File: config.mk
export PLATFORM = sky130hd
export DESIGN_NAME = bldc_speed_ctrl
export DESIGN_NICKNAME = d
export VERILOG_FILES = /design/src/bldc_speed_pkg.sv /design/src/bldc_speed_ctrl.sv
export SDC_FILE = /design/constraint.sdc
export NUM_CORES = 1
export LEC_CHECK = 0
export ABC_AREA = 1
export BUFFER_PORTS_ARGS = -buffer_cell sky130_fd_sc_hd__buf_2
export CORE_UTILIZATION = 33
export DETAILED_ROUTE_END_ITERATION = 8
export PLACE_DENSITY = 0.55
export SETUP_SLACK_MARGIN = 0.05
export SLEW_MARGIN = 5
export SYNTH_ARGS = -nofsm -noshare
export SYNTH_HDL_FRONTEND = slang
export SYNTH_SLANG_ARGS = --single-unit
File: constraint.sdc
create_clock -name aclk -period 13.7 [get_ports aclk]
set_clock_uncertainty 0.05 [all_clocks]
set_input_delay 2.055 -clock aclk [delete_from_list [all_inputs] [get_ports aclk]]
set_output_delay 2.055 -clock aclk [all_outputs]
set_load 0.02 [all_outputs]
File: src/bldc_speed_pkg.sv
// Constants and types for the closed-loop BLDC speed controller.
// Notes on behaviour
// - Top frequency is 0.1*(2^(sel+8)-1) Hz.
// - Demand is input duty times top frequency.
// - PI compares demand with speed, sets duty.
// - Bridge PWM period comes from period select.
// - Current trip forces off for one period.
// - Proportional and integral gains set independently.
// - Input PWM measured anywhere from 5 Hz-1 kHz.
// - Idle over twice period turns PWM off.
// - One more idle period brakes if enabled.
// - After reset or enable, brake until duty>10%.
// - Brake enable cleared means never brake.
// - Brake only from zero duty below 10%.
// - After brake, 10-25% duty makes motor coast.
// - Duty above 25% starts the start sequence.
// - Ignore demand until two commutations after hold.
// - Idle input during start aborts into brake, or into coast if brake is not enabled.
// - Below quarter start speed, all bridge off.
// - Loss of sync: fault low 3, high 3.
// - Restart enabled: two patterns, then restart, repeat.
// - No restart: fault until duty<25% or stop.
// - Failed start keeps repeating the start sequence.
// - Input duty measured with 8-bit resolution.
package bldc_speed_pkg;

  // ****************************************
  // Timing
  // ****************************************
  localparam int unsigned CLK_HZ         = 40_000_000;
  localparam int unsigned PWM_IN_MIN_HZ  = 5;
  localparam int unsigned IN_PER_MAX_CYC = CLK_HZ / PWM_IN_MIN_HZ;
  localparam int unsigned IN_CNT_W       = $clog2(IN_PER_MAX_CYC + 1);
  // Speed gate: full-scale count of 255 at the top frequency.
  localparam int unsigned SPEED_GATE_S   = 10;
  localparam int unsigned SPEED_GATE_DEF = CLK_HZ * SPEED_GATE_S;
  localparam int unsigned PW_STEP_NS     = 1000;
  localparam int unsigned PW_STEP_CYC    = (PW_STEP_NS * (CLK_HZ / 1_000_000) + 999) / 1000;
  localparam logic [10:0] BR_STEP        = 11'(PW_STEP_CYC);

  // ****************************************
  // Thresholds and sequences
  // ****************************************
  localparam logic [7:0] DUTY_10     = 8'h19;
  localparam logic [7:0] DUTY_25     = 8'h40;
  localparam logic [7:0] START_DUTY  = 8'h80;
  localparam logic [1:0] START_COMM  = 2'h2;
  localparam logic [3:0] FLT_LOW0    = 4'h3;
  localparam logic [3:0] FLT_HIGH0   = 4'h6;
  localparam logic [3:0] FLT_LOW1    = 4'h9;
  localparam logic [3:0] LOS_LAST    = 4'hb;

  // ****************************************
  // Register map
  // ****************************************
  localparam logic [7:0]  REG_CTRL   = 8'h00;
  localparam logic [7:0]  REG_SPEED  = 8'h04;
  localparam logic [7:0]  REG_STAT   = 8'h08;
  localparam logic [7:0]  REG_TOP_ELECTRICAL_FREQUENCY   = 8'h0c;
  localparam logic [31:0] CTRL_RESET = 32'h0000_0003;
  localparam logic [7:0]  SS_RESET   = 8'h40;
  localparam int unsigned CTRL_RUN   = 0;
  localparam int unsigned CTRL_BRK   = 1;
  localparam int unsigned CTRL_RSC   = 2;
  localparam int unsigned CTRL_SMX   = 3;
  localparam int unsigned CTRL_PW    = 6;
  localparam int unsigned CTRL_SP    = 11;
  localparam int unsigned CTRL_SI    = 14;
  localparam logic [1:0]  RESP_OKAY  = 2'h0;
  localparam logic [1:0]  RESP_SLV   = 2'h2;

  typedef enum logic [2:0] {
    st_idle, st_brake, st_coast, st_start, st_run, st_los
  } state_e;

endpackage

File: src/bldc_speed_ctrl.sv
// Closed-loop PI speed controller with demand PWM decode and AXI4-Lite registers.
`timescale 1ns/1ps
module bldc_speed_ctrl
  import bldc_speed_pkg::*;
#(
  parameter int unsigned SPEED_GATE_CYCLES = SPEED_GATE_DEF
)(
  input  wire logic        aclk,
  input  wire logic        aresetn,
  input  wire logic [7:0]  awaddr,
  input  wire logic        awvalid,
  output logic             awready,
  input  wire logic [31:0] wdata,
  input  wire logic [3:0]  wstrb,
  input  wire logic        wvalid,
  output logic             wready,
  output logic [1:0]       bresp,
  output logic             bvalid,
  input  wire logic        bready,
  input  wire logic [7:0]  araddr,
  input  wire logic        arvalid,
  output logic             arready,
  output logic [31:0]      rdata,
  output logic [1:0]       rresp,
  output logic             rvalid,
  input  wire logic        rready,
  input  wire logic        demand_pwm_in,
  input  wire logic        ecycle_pulse,
  input  wire logic        comm_pulse,
  input  wire logic        hold_done,
  input  wire logic        sync_lost,
  input  wire logic        cur_limit_trip,
  output logic             bridge_pwm_out,
  output logic             drive_enable,
  output logic             brake_out,
  output logic             start_seq_run,
  output logic             start_seq_reset,
  output logic             fault_out_n
);

  // ****************************************
  // Register bus
  // ****************************************
  logic [31:0] ctrl_q;
  logic [7:0]  ss_q;
  logic        aw_have_q, w_have_q;
  logic [7:0]  aw_addr_q;
  logic [31:0] w_data_q;
  logic [3:0]  w_strb_q;
  state_e      state_q, state_d;
  logic [7:0]  duty_q, speed_q, bridge_duty_q;

  wire         run_en  = ctrl_q[CTRL_RUN];
  wire         brk_en  = ctrl_q[CTRL_BRK];
  wire         rsc_en  = ctrl_q[CTRL_RSC];
  wire [2:0]   max_speed_select     = ctrl_q[CTRL_SMX +: 3];
  wire [4:0]   pw      = ctrl_q[CTRL_PW +: 5];
  wire [2:0]   sp      = ctrl_q[CTRL_SP +: 3];
  wire [2:0]   si      = ctrl_q[CTRL_SI +: 3];
  // Top electrical frequency in units of 0.1 Hz.
  // top frequency
  wire [15:0]  top_electrical_frequency = (16'h0001 << ({1'b0, max_speed_select} + 4'h8)) - 16'h0001;

  wire         wr_fire = aw_have_q & w_have_q & ~bvalid;
  wire         wr_ctrl = wr_fire & (aw_addr_q == REG_CTRL);
  wire         wr_ss   = wr_fire & (aw_addr_q == REG_SPEED) & w_strb_q[0];
  wire         wr_map  = (aw_addr_q == REG_CTRL) | (aw_addr_q == REG_SPEED) |
                         (aw_addr_q == REG_STAT) | (aw_addr_q == REG_TOP_ELECTRICAL_FREQUENCY);
  wire         rd_map  = (araddr == REG_CTRL) | (araddr == REG_SPEED) |
                         (araddr == REG_STAT) | (araddr == REG_TOP_ELECTRICAL_FREQUENCY);
  wire [31:0]  rd_word = (araddr == REG_CTRL)  ? ctrl_q :
                         (araddr == REG_SPEED) ? {24'h000000, ss_q} :
                         (araddr == REG_STAT)  ? {5'h00, state_q, bridge_duty_q,
                                                  speed_q, duty_q} :
                         (araddr == REG_TOP_ELECTRICAL_FREQUENCY)  ? {16'h0000, top_electrical_frequency} :
                                                 32'h00000000;

  always_ff @(posedge aclk) begin
    if (!aresetn) begin
      aw_have_q <= 1'b0;
      w_have_q  <= 1'b0;
      awready   <= 1'b1;
      wready    <= 1'b1;
      bvalid    <= 1'b0;
      bresp     <= RESP_OKAY;
      aw_addr_q <= 8'h00;
      w_data_q  <= 32'h00000000;
      w_strb_q  <= 4'h0;
    end else begin
      if (awvalid && awready) begin
        aw_have_q <= 1'b1;
        aw_addr_q <= awaddr;
        awready   <= 1'b0;
      end
      if (wvalid && wready) begin
        w_have_q <= 1'b1;
        w_data_q <= wdata;
        w_strb_q <= wstrb;
        wready   <= 1'b0;
      end
      if (wr_fire) begin
        bvalid <= 1'b1;
        bresp  <= wr_map ? RESP_OKAY : RESP_SLV;
      end else if (bvalid && bready) begin
        bvalid    <= 1'b0;
        aw_have_q <= 1'b0;
        w_have_q  <= 1'b0;
        awready   <= 1'b1;
        wready    <= 1'b1;
      end
    end
  end

  for (genvar b = 0; b < 4; b++) begin : g_ctrl
    always_ff @(posedge aclk) begin
      if (!aresetn) begin
        ctrl_q[8*b +: 8] <= CTRL_RESET[8*b +: 8];
      end else if (wr_ctrl && w_strb_q[b]) begin
        ctrl_q[8*b +: 8] <= w_data_q[8*b +: 8];
      end
    end
  end

  always_ff @(posedge aclk) begin
    if (!aresetn) begin
      ss_q <= SS_RESET;
    end else if (wr_ss) begin
      ss_q <= w_data_q[7:0];
    end
  end

  always_ff @(posedge aclk) begin
    if (!aresetn) begin
      arready <= 1'b1;
      rvalid  <= 1'b0;
      rdata   <= 32'h00000000;
      rresp   <= RESP_OKAY;
    end else if (arvalid && arready) begin
      arready <= 1'b0;
      rvalid  <= 1'b1;
      rdata   <= rd_word;
      rresp   <= rd_map ? RESP_OKAY : RESP_SLV;
    end else if (rvalid && rready) begin
      rvalid  <= 1'b0;
      arready <= 1'b1;
    end
  end

  // ****************************************
  // Demand input measurement
  // ****************************************
  logic                pwm_prev_q;
  logic [IN_CNT_W-1:0] per_cnt_q, hi_cnt_q, period_q, div_p_q;
  logic [IN_CNT_W+1:0] lo_cnt_q;
  logic [IN_CNT_W:0]   div_r_q;
  logic [8:0]          div_q_q;
  logic [3:0]          div_n_q;

  wire                 in_rise = demand_pwm_in & ~pwm_prev_q;
  wire [IN_CNT_W+1:0]  per_x2  = {1'b0, period_q, 1'b0};
  wire [IN_CNT_W+1:0]  per_x3  = per_x2 + {2'b00, period_q};
  wire                 idle2   = lo_cnt_q > per_x2;
  wire                 idle3   = lo_cnt_q > per_x3;
  wire                 div_ge  = div_r_q >= {1'b0, div_p_q};
  wire [IN_CNT_W:0]    div_sub = div_r_q - {1'b0, div_p_q};
  wire [8:0]           div_qn  = {div_q_q[7:0], div_ge};

  // Counters saturate so a stuck input never wraps into a false short period.
  // full range
  always_ff @(posedge aclk) begin
    if (!aresetn) begin
      pwm_prev_q <= 1'b0;
      per_cnt_q  <= '0;
      hi_cnt_q   <= '0;
      lo_cnt_q   <= '0;
      period_q   <= '0;
    end else begin
      pwm_prev_q <= demand_pwm_in;
      per_cnt_q  <= in_rise ? IN_CNT_W'(1) : per_cnt_q + IN_CNT_W'(~&per_cnt_q);
      hi_cnt_q   <= in_rise ? IN_CNT_W'(1) :
                    hi_cnt_q + IN_CNT_W'(demand_pwm_in & ~&hi_cnt_q);
      lo_cnt_q   <= demand_pwm_in ? '0 : lo_cnt_q + (IN_CNT_W+2)'(~&lo_cnt_q);
      if (in_rise) begin
        period_q <= per_cnt_q;
      end
    end
  end

  // Nine restoring steps give high*256/period; a full-high period gives 256.
  // eight-bit duty
  always_ff @(posedge aclk) begin
    if (!aresetn) begin
      div_r_q <= '0;
      div_p_q <= '0;
      div_q_q <= 9'h000;
      div_n_q <= 4'h0;
      duty_q  <= 8'h00;
    end else begin
      if (in_rise) begin
        div_r_q <= {1'b0, hi_cnt_q};
        div_p_q <= per_cnt_q;
        div_q_q <= 9'h000;
        div_n_q <= 4'h9;
      end else if (div_n_q != 4'h0) begin
        div_r_q <= div_ge ? {div_sub[IN_CNT_W-1:0], 1'b0} : {div_r_q[IN_CNT_W-1:0], 1'b0};
        div_q_q <= div_qn;
        div_n_q <= div_n_q - 4'h1;
      end
      if (idle2) begin
        duty_q <= 8'h00;
      end else if (div_n_q == 4'h1 && !in_rise) begin
        duty_q <= div_qn[8] ? 8'hff : div_qn[7:0];
      end
    end
  end

  // ****************************************
  // Speed measurement and PI loop
  // ****************************************
  logic [28:0] gate_cnt_q;
  logic [7:0]  ecnt_q;
  logic        gate_end_q;
  logic [15:0] integ_q;

  wire [28:0]  gate_len = 29'(SPEED_GATE_CYCLES >> max_speed_select);
  wire         gate_hit = gate_cnt_q >= gate_len - 29'd1;

  always_ff @(posedge aclk) begin
    if (!aresetn) begin
      gate_cnt_q <= '0;
      ecnt_q     <= 8'h00;
      speed_q    <= 8'h00;
      gate_end_q <= 1'b0;
    end else begin
      gate_end_q <= gate_hit;
      gate_cnt_q <= gate_hit ? '0 : gate_cnt_q + 29'd1;
      if (gate_hit) begin
        speed_q <= ecnt_q;
        ecnt_q  <= {7'h00, ecycle_pulse};
      end else begin
        ecnt_q  <= ecnt_q + {7'h00, ecycle_pulse & ~&ecnt_q};
      end
    end
  end

  // Both speed and demand are fractions of the top frequency over 255.
  // demand reference
  wire signed [23:0] err   = $signed({16'h0000, duty_q}) - $signed({16'h0000, speed_q});
  wire signed [23:0] i_sum = $signed({8'h00, integ_q}) + (err <<< si);
  wire [15:0]        i_sat = i_sum[23] ? 16'h0000 :
                             (i_sum > 24'sh00ffff) ? 16'hffff : i_sum[15:0];
  wire signed [23:0] o_sum = $signed({8'h00, i_sat}) + (err <<< ({1'b0, sp} + 4'h4));
  wire [15:0]        o_sat = o_sum[23] ? 16'h0000 :
                             (o_sum > 24'sh00ffff) ? 16'hffff : o_sum[15:0];

  // The integrator is preloaded with the start duty for a smooth handover.
  // PI update
  always_ff @(posedge aclk) begin
    if (!aresetn) begin
      integ_q       <= 16'h0000;
      bridge_duty_q <= 8'h00;
    end else if (state_q != st_run) begin
      integ_q       <= {START_DUTY, 8'h00};
    end else if (gate_end_q) begin
      integ_q       <= i_sat;
      bridge_duty_q <= o_sat[15:8];
    end
  end

  // ****************************************
  // Bridge PWM and current limit
  // ****************************************
  logic [10:0] pw_cnt_q, off_cnt_q;

  wire [10:0]  br_period = ({6'h00, pw} + 11'h001) * BR_STEP;
  wire         st_drive  = (state_q == st_start) | (state_q == st_run);
  wire [7:0]   duty_eff  = (state_q == st_start) ? START_DUTY :
                           (state_q == st_run)   ? bridge_duty_q : 8'h00;
  wire [18:0]  on_lim    = {11'h000, duty_eff} * {8'h00, br_period};
  wire         pwm_on    = st_drive & ~idle2 & (off_cnt_q == 11'h000) &
                           ((duty_eff == 8'hff) | ({pw_cnt_q, 8'h00} < on_lim));

  always_ff @(posedge aclk) begin
    if (!aresetn) begin
      pw_cnt_q  <= 11'h000;
      off_cnt_q <= 11'h000;
    end else begin
      pw_cnt_q <= (pw_cnt_q >= br_period - 11'h001) ? 11'h000 : pw_cnt_q + 11'h001;
      if (cur_limit_trip && bridge_pwm_out && off_cnt_q == 11'h000) begin
        off_cnt_q <= br_period;
      end else if (off_cnt_q != 11'h000) begin
        off_cnt_q <= off_cnt_q - 11'h001;
      end
    end
  end

  // ****************************************
  // Motor state sequencing
  // ****************************************
  logic       hold_seen_q;
  logic [1:0] comm_cnt_q;
  logic [3:0] los_per_q;

  wire [7:0]  ss_thr     = {2'b00, ss_q[7:2]};
  wire        duty_hi    = duty_q > DUTY_25;
  wire        brk_go     = brk_en & idle3 & (duty_q <= DUTY_10);
  wire        start_done = comm_cnt_q == START_COMM;
  wire        low_spd    = gate_end_q & ((speed_q < ss_thr) | (duty_q < ss_thr));
  wire        los_wrap   = in_rise & (los_per_q == LOS_LAST);

  always_comb begin
    state_d = state_q;
    unique case (state_q)
      st_idle: begin
        if (run_en) begin
          state_d = (brk_en && duty_q <= DUTY_10) ? st_brake : st_coast;
        end
      end
      st_brake: begin
        if (!run_en) state_d = st_idle;
        else if (!brk_en) state_d = st_coast;
        else if (duty_hi) state_d = st_start;
        else if (duty_q > DUTY_10) state_d = st_coast;
      end
      st_coast: begin
        if (!run_en) state_d = st_idle;
        else if (duty_hi) state_d = st_start;
        else if (brk_go) state_d = st_brake;
      end
      st_start: begin
        if (!run_en) state_d = st_idle;
        else if (idle2) state_d = brk_en ? st_brake : st_coast;
        else if (start_done) state_d = st_run;
      end
      st_run: begin
        if (!run_en) state_d = st_idle;
        else if (brk_go) state_d = st_brake;
        else if (!idle2 && (low_spd || sync_lost)) state_d = st_los;
      end
      st_los: begin
        if (!run_en || !duty_hi) state_d = st_coast;
        else if (rsc_en && los_wrap) state_d = st_start;
      end
    endcase
  end

  always_ff @(posedge aclk) begin
    if (!aresetn) begin
      state_q     <= st_idle;
      hold_seen_q <= 1'b0;
      comm_cnt_q  <= 2'h0;
      los_per_q   <= 4'h0;
    end else begin
      state_q <= state_d;
      if (state_q != st_start || sync_lost) begin
        hold_seen_q <= 1'b0;
        comm_cnt_q  <= 2'h0;
      end else begin
        hold_seen_q <= hold_seen_q | hold_done;
        if (hold_seen_q && comm_pulse && !start_done) begin
          comm_cnt_q <= comm_cnt_q + 2'h1;
        end
      end
      if (state_q != st_los) los_per_q <= 4'h0;
      else if (los_wrap) los_per_q <= 4'h0;
      else if (in_rise) los_per_q <= los_per_q + 4'h1;
    end
  end

  wire fault_low = (state_q == st_los) &
                   ((los_per_q < FLT_LOW0) | ((los_per_q >= FLT_HIGH0) & (los_per_q < FLT_LOW1)));

  always_ff @(posedge aclk) begin
    if (!aresetn) begin
      bridge_pwm_out  <= 1'b0;
      drive_enable    <= 1'b0;
      brake_out       <= 1'b0;
      start_seq_run   <= 1'b0;
      start_seq_reset <= 1'b0;
      fault_out_n     <= 1'b1;
    end else begin
      bridge_pwm_out  <= pwm_on;
      drive_enable    <= st_drive;
      brake_out       <= state_q == st_brake;
      start_seq_run   <= (state_d == st_start) | (state_d == st_run);
      start_seq_reset <= ((state_q != st_start) & (state_d == st_start)) |
                         ((state_q == st_start) & (state_d == st_start) & sync_lost);
      fault_out_n     <= ~fault_low;
    end
  end
endmodule

==> qor.txt <==
Clk buf depth - 3
Clock sinks - 372
Vias in the first global route - 21800
Routed vias - 23000
Syn Inst Count - 3605
Leak - 12.5 nW
Final hold vios - 0
Iter 0 DRT Violations - 1291
Setup_tns - 0 ns
TritonRoute pass-1 iters - 5
Antenna-violating nets left - 0
Area Growth Syn to Fin - 12.6%
Slowest-stage cell, CP - xnor2_1
H-tree levels - 2
Hold Path Class - reg -> reg
# Max-Cap Violations - 0
Startpoint types - flop
Max IR drop VDD - 96.3 µV
Final setup vio count - 0
Design area - 28500 µm²
DRC Markers - 0
Mapped cell area - 25300 µm²
Fmax - 125 MHz
DP Wirelength - 55700 µm
Sequential fraction of the synthesis area - 0.294
Post-CTS Hold Buffers - 0
Nets - 4048
Ratio of cells with drive above 1 in the final layout - 0.0758
Critical Path Most Common Cell - fa_1
Num CTS Buffers - 46
Clock root cell - clkbuf_16
Total GRT Usage - 0.182
Final min period - 8.00 ns
Most frequent cells in the layout - nand2_1 (658), inv_1 (490), nor2_1 (399)
Slew margin rel. - 0.207
Max FO, Critical Path - 13
I/O pin count - 112
Pwr/cell area - 150 nW/µm²
Flops & latches, synth - 372
Commonest register cell after synthesis - dfxtp_1
ANT cells - 0
Status - finished clean
Largest net degree at the start of global routing - 87
Clk slew on worst S/H paths - 0.06 ns
Reg2Reg Setup Slack - 5.70 ns
EDFF count, synth - 0
Routability Congestion - 0.880
Initial Utilization - 0.333
Mean Syn Cell Area - 7.02 µm²
Input/output buffers - 109
WL/cell - 15.0 µm
Die width - 279 µm
Post-synth ARST share - 0
CP arrival - 8.43 ns
Routed wire length - 71300 µm
Yosys cell types - 59
DP Area - 26900 µm²
Global route overflow - 0
Insertion delay to the later sink of the worst-skew pair - 0.60 ns
Die H - 279 µm
CTS tree - built
Worst-margin pin slew - 1.18 ns
Fillcell total - 8161
Setup Fix Bufs, Post-CTS - 0
RSZ-0062 raised after global routing - no
Core area - 75900 µm²
Worst EP required - 14.13 ns
Most common cell after layout, fill and taps aside - nand2_1
Synth warnings - 0
Crit end category - flop
Vias per cell - 4.83
Antenna violations before repair - 1
Final Cycle Share - 0.584
Max incr delay on CP - 0.81 ns
Global-route wire length before repair - 115000 µm
CP Class - reg -> reg
Slew Limit Fails - 0
Die area - 77800 µm²
Core Rows - 101
CTS resizes - 0
-- cell type report --
cell class	instances	area [µm²]	share of cell area
sequential	372	7450	0.261
multi-input combinational	2638	15600	0.548
inverter	502	1890	0.0663
tap	1030	1290	0.0452
timing repair buffer	124	661	0.0232
clock inverter	18	230	0.00807
clock buffer	67	1360	0.0477
-- synthesized netlist by cell type, types with 4 or more instances --
cell      count  area (µm²)
fa_1         42         841
inv_1       491        1840
nand3_1     125         626
a211oi_1     17         128
nand2_1     658        2470
nand3_2       6        60.1
o21ai_0     308        1540
ha_1        257        3220
a22oi_1       6        45.0
nand2_2      15        93.8
mux2i_1       4        40.0
a221oi_1      5        43.8
a21oi_4       4        65.1
nor3_1       58         290
nand2_4      10         113
buf_1         9        33.8
dfxtp_1     372        7450
or2_2         8        50.1
o21a_1       10        75.1
nor2_1      401        1510
o221ai_1     13         114
nand3b_1      4        30.0
nor3b_1      18         135
a21oi_2       8        70.1
inv_2         6        22.5
nor4_1       20         125
xnor2_1      36         315
and3_1        4        25.0
nor2_2        5        31.3
a21o_1       10        75.1
xor2_1       71         622
a31oi_1      39         244
o211ai_1     25         188
clkbuf_1     85         319
a21oi_1     363        1820
o21bai_1      7        52.6
nor3_2        7        70.1
nand4_1      39         244
-- registers in the layout (all words and copies together) (netlist names), 23 cells and up --
register and flops:
ctrl_q 31, rdata 32, div_p_q 23, per_cnt_q 23, div_r_q 24, lo_cnt_q 25, hi_cnt_q 23, w_data_q 32
gate_cnt_q 29
-- power by group --
group	internal [mW]	switching, mW
Clock	0.769	0.521
Combinational	0.614	1.13
Sequential	1.17	0.0642
-- kinds of logic after synthesis --
logic type      Yosys count  synth area share
buf+inv                 600            0.0896
compound gates          835             0.183
fa+ha+maj               299             0.160
mux                       4           0.00158
xor+xnor                107            0.0370
other cells               2          0.000297
flops                   372             0.294
simple gates           1386             0.235
-- per-layer routing --
layer / GRT usage / up-vias / part of all wire
met3: 0.0212 / 78 / 0.034
met5: 0 / - / 0.00015
met2: 0.307 / 305 / 0.46
met4: 0.0442 / 2 / 0.020
li1: - / 12100 / -
met1: 0.245 / 10400 / 0.49
-- critical path, delay by kind of cell, from the launching register on --
family | cells | cell delay [ns]
flops | 1 | 0.64
xor+xnor | 3 | 1.14
buf+inv | 3 | 0.16
fa+ha+maj | 9 | 3.77
compound gates | 10 | 1.43
simple gates | 5 | 0.70
-- final timing paths --
kind	from	end	cells after the start
max	ctrl_q[6]	bridge_pwm_out	30
min reg2reg	ss_q[1]	ss_q[1]	2
max reg2reg	ctrl_q[6]	bridge_pwm_out	30
min	ss_q[1]	ss_q[1]	2
-- through the flow --
step / hold slack (ns) / util / setup WS [ns] / power [mW] / std cells
floorplan: 0.368 / - / 6.80 / 2.59 / 3610
global placement: 0.382 / 0.354 / 5.87 / 3.00 / 4666
detailed placement: 0.386 / 0.354 / 5.76 / 2.99 / 4666
CTS: 0.395 / 0.375 / 5.72 / 4.31 / 4751
global route: 0.415 / 0.375 / 5.03 / 4.60 / 4751
finish: 0.394 / 0.375 / 5.70 / 4.27 / 4751
Power figures use the tool's default switching activity.
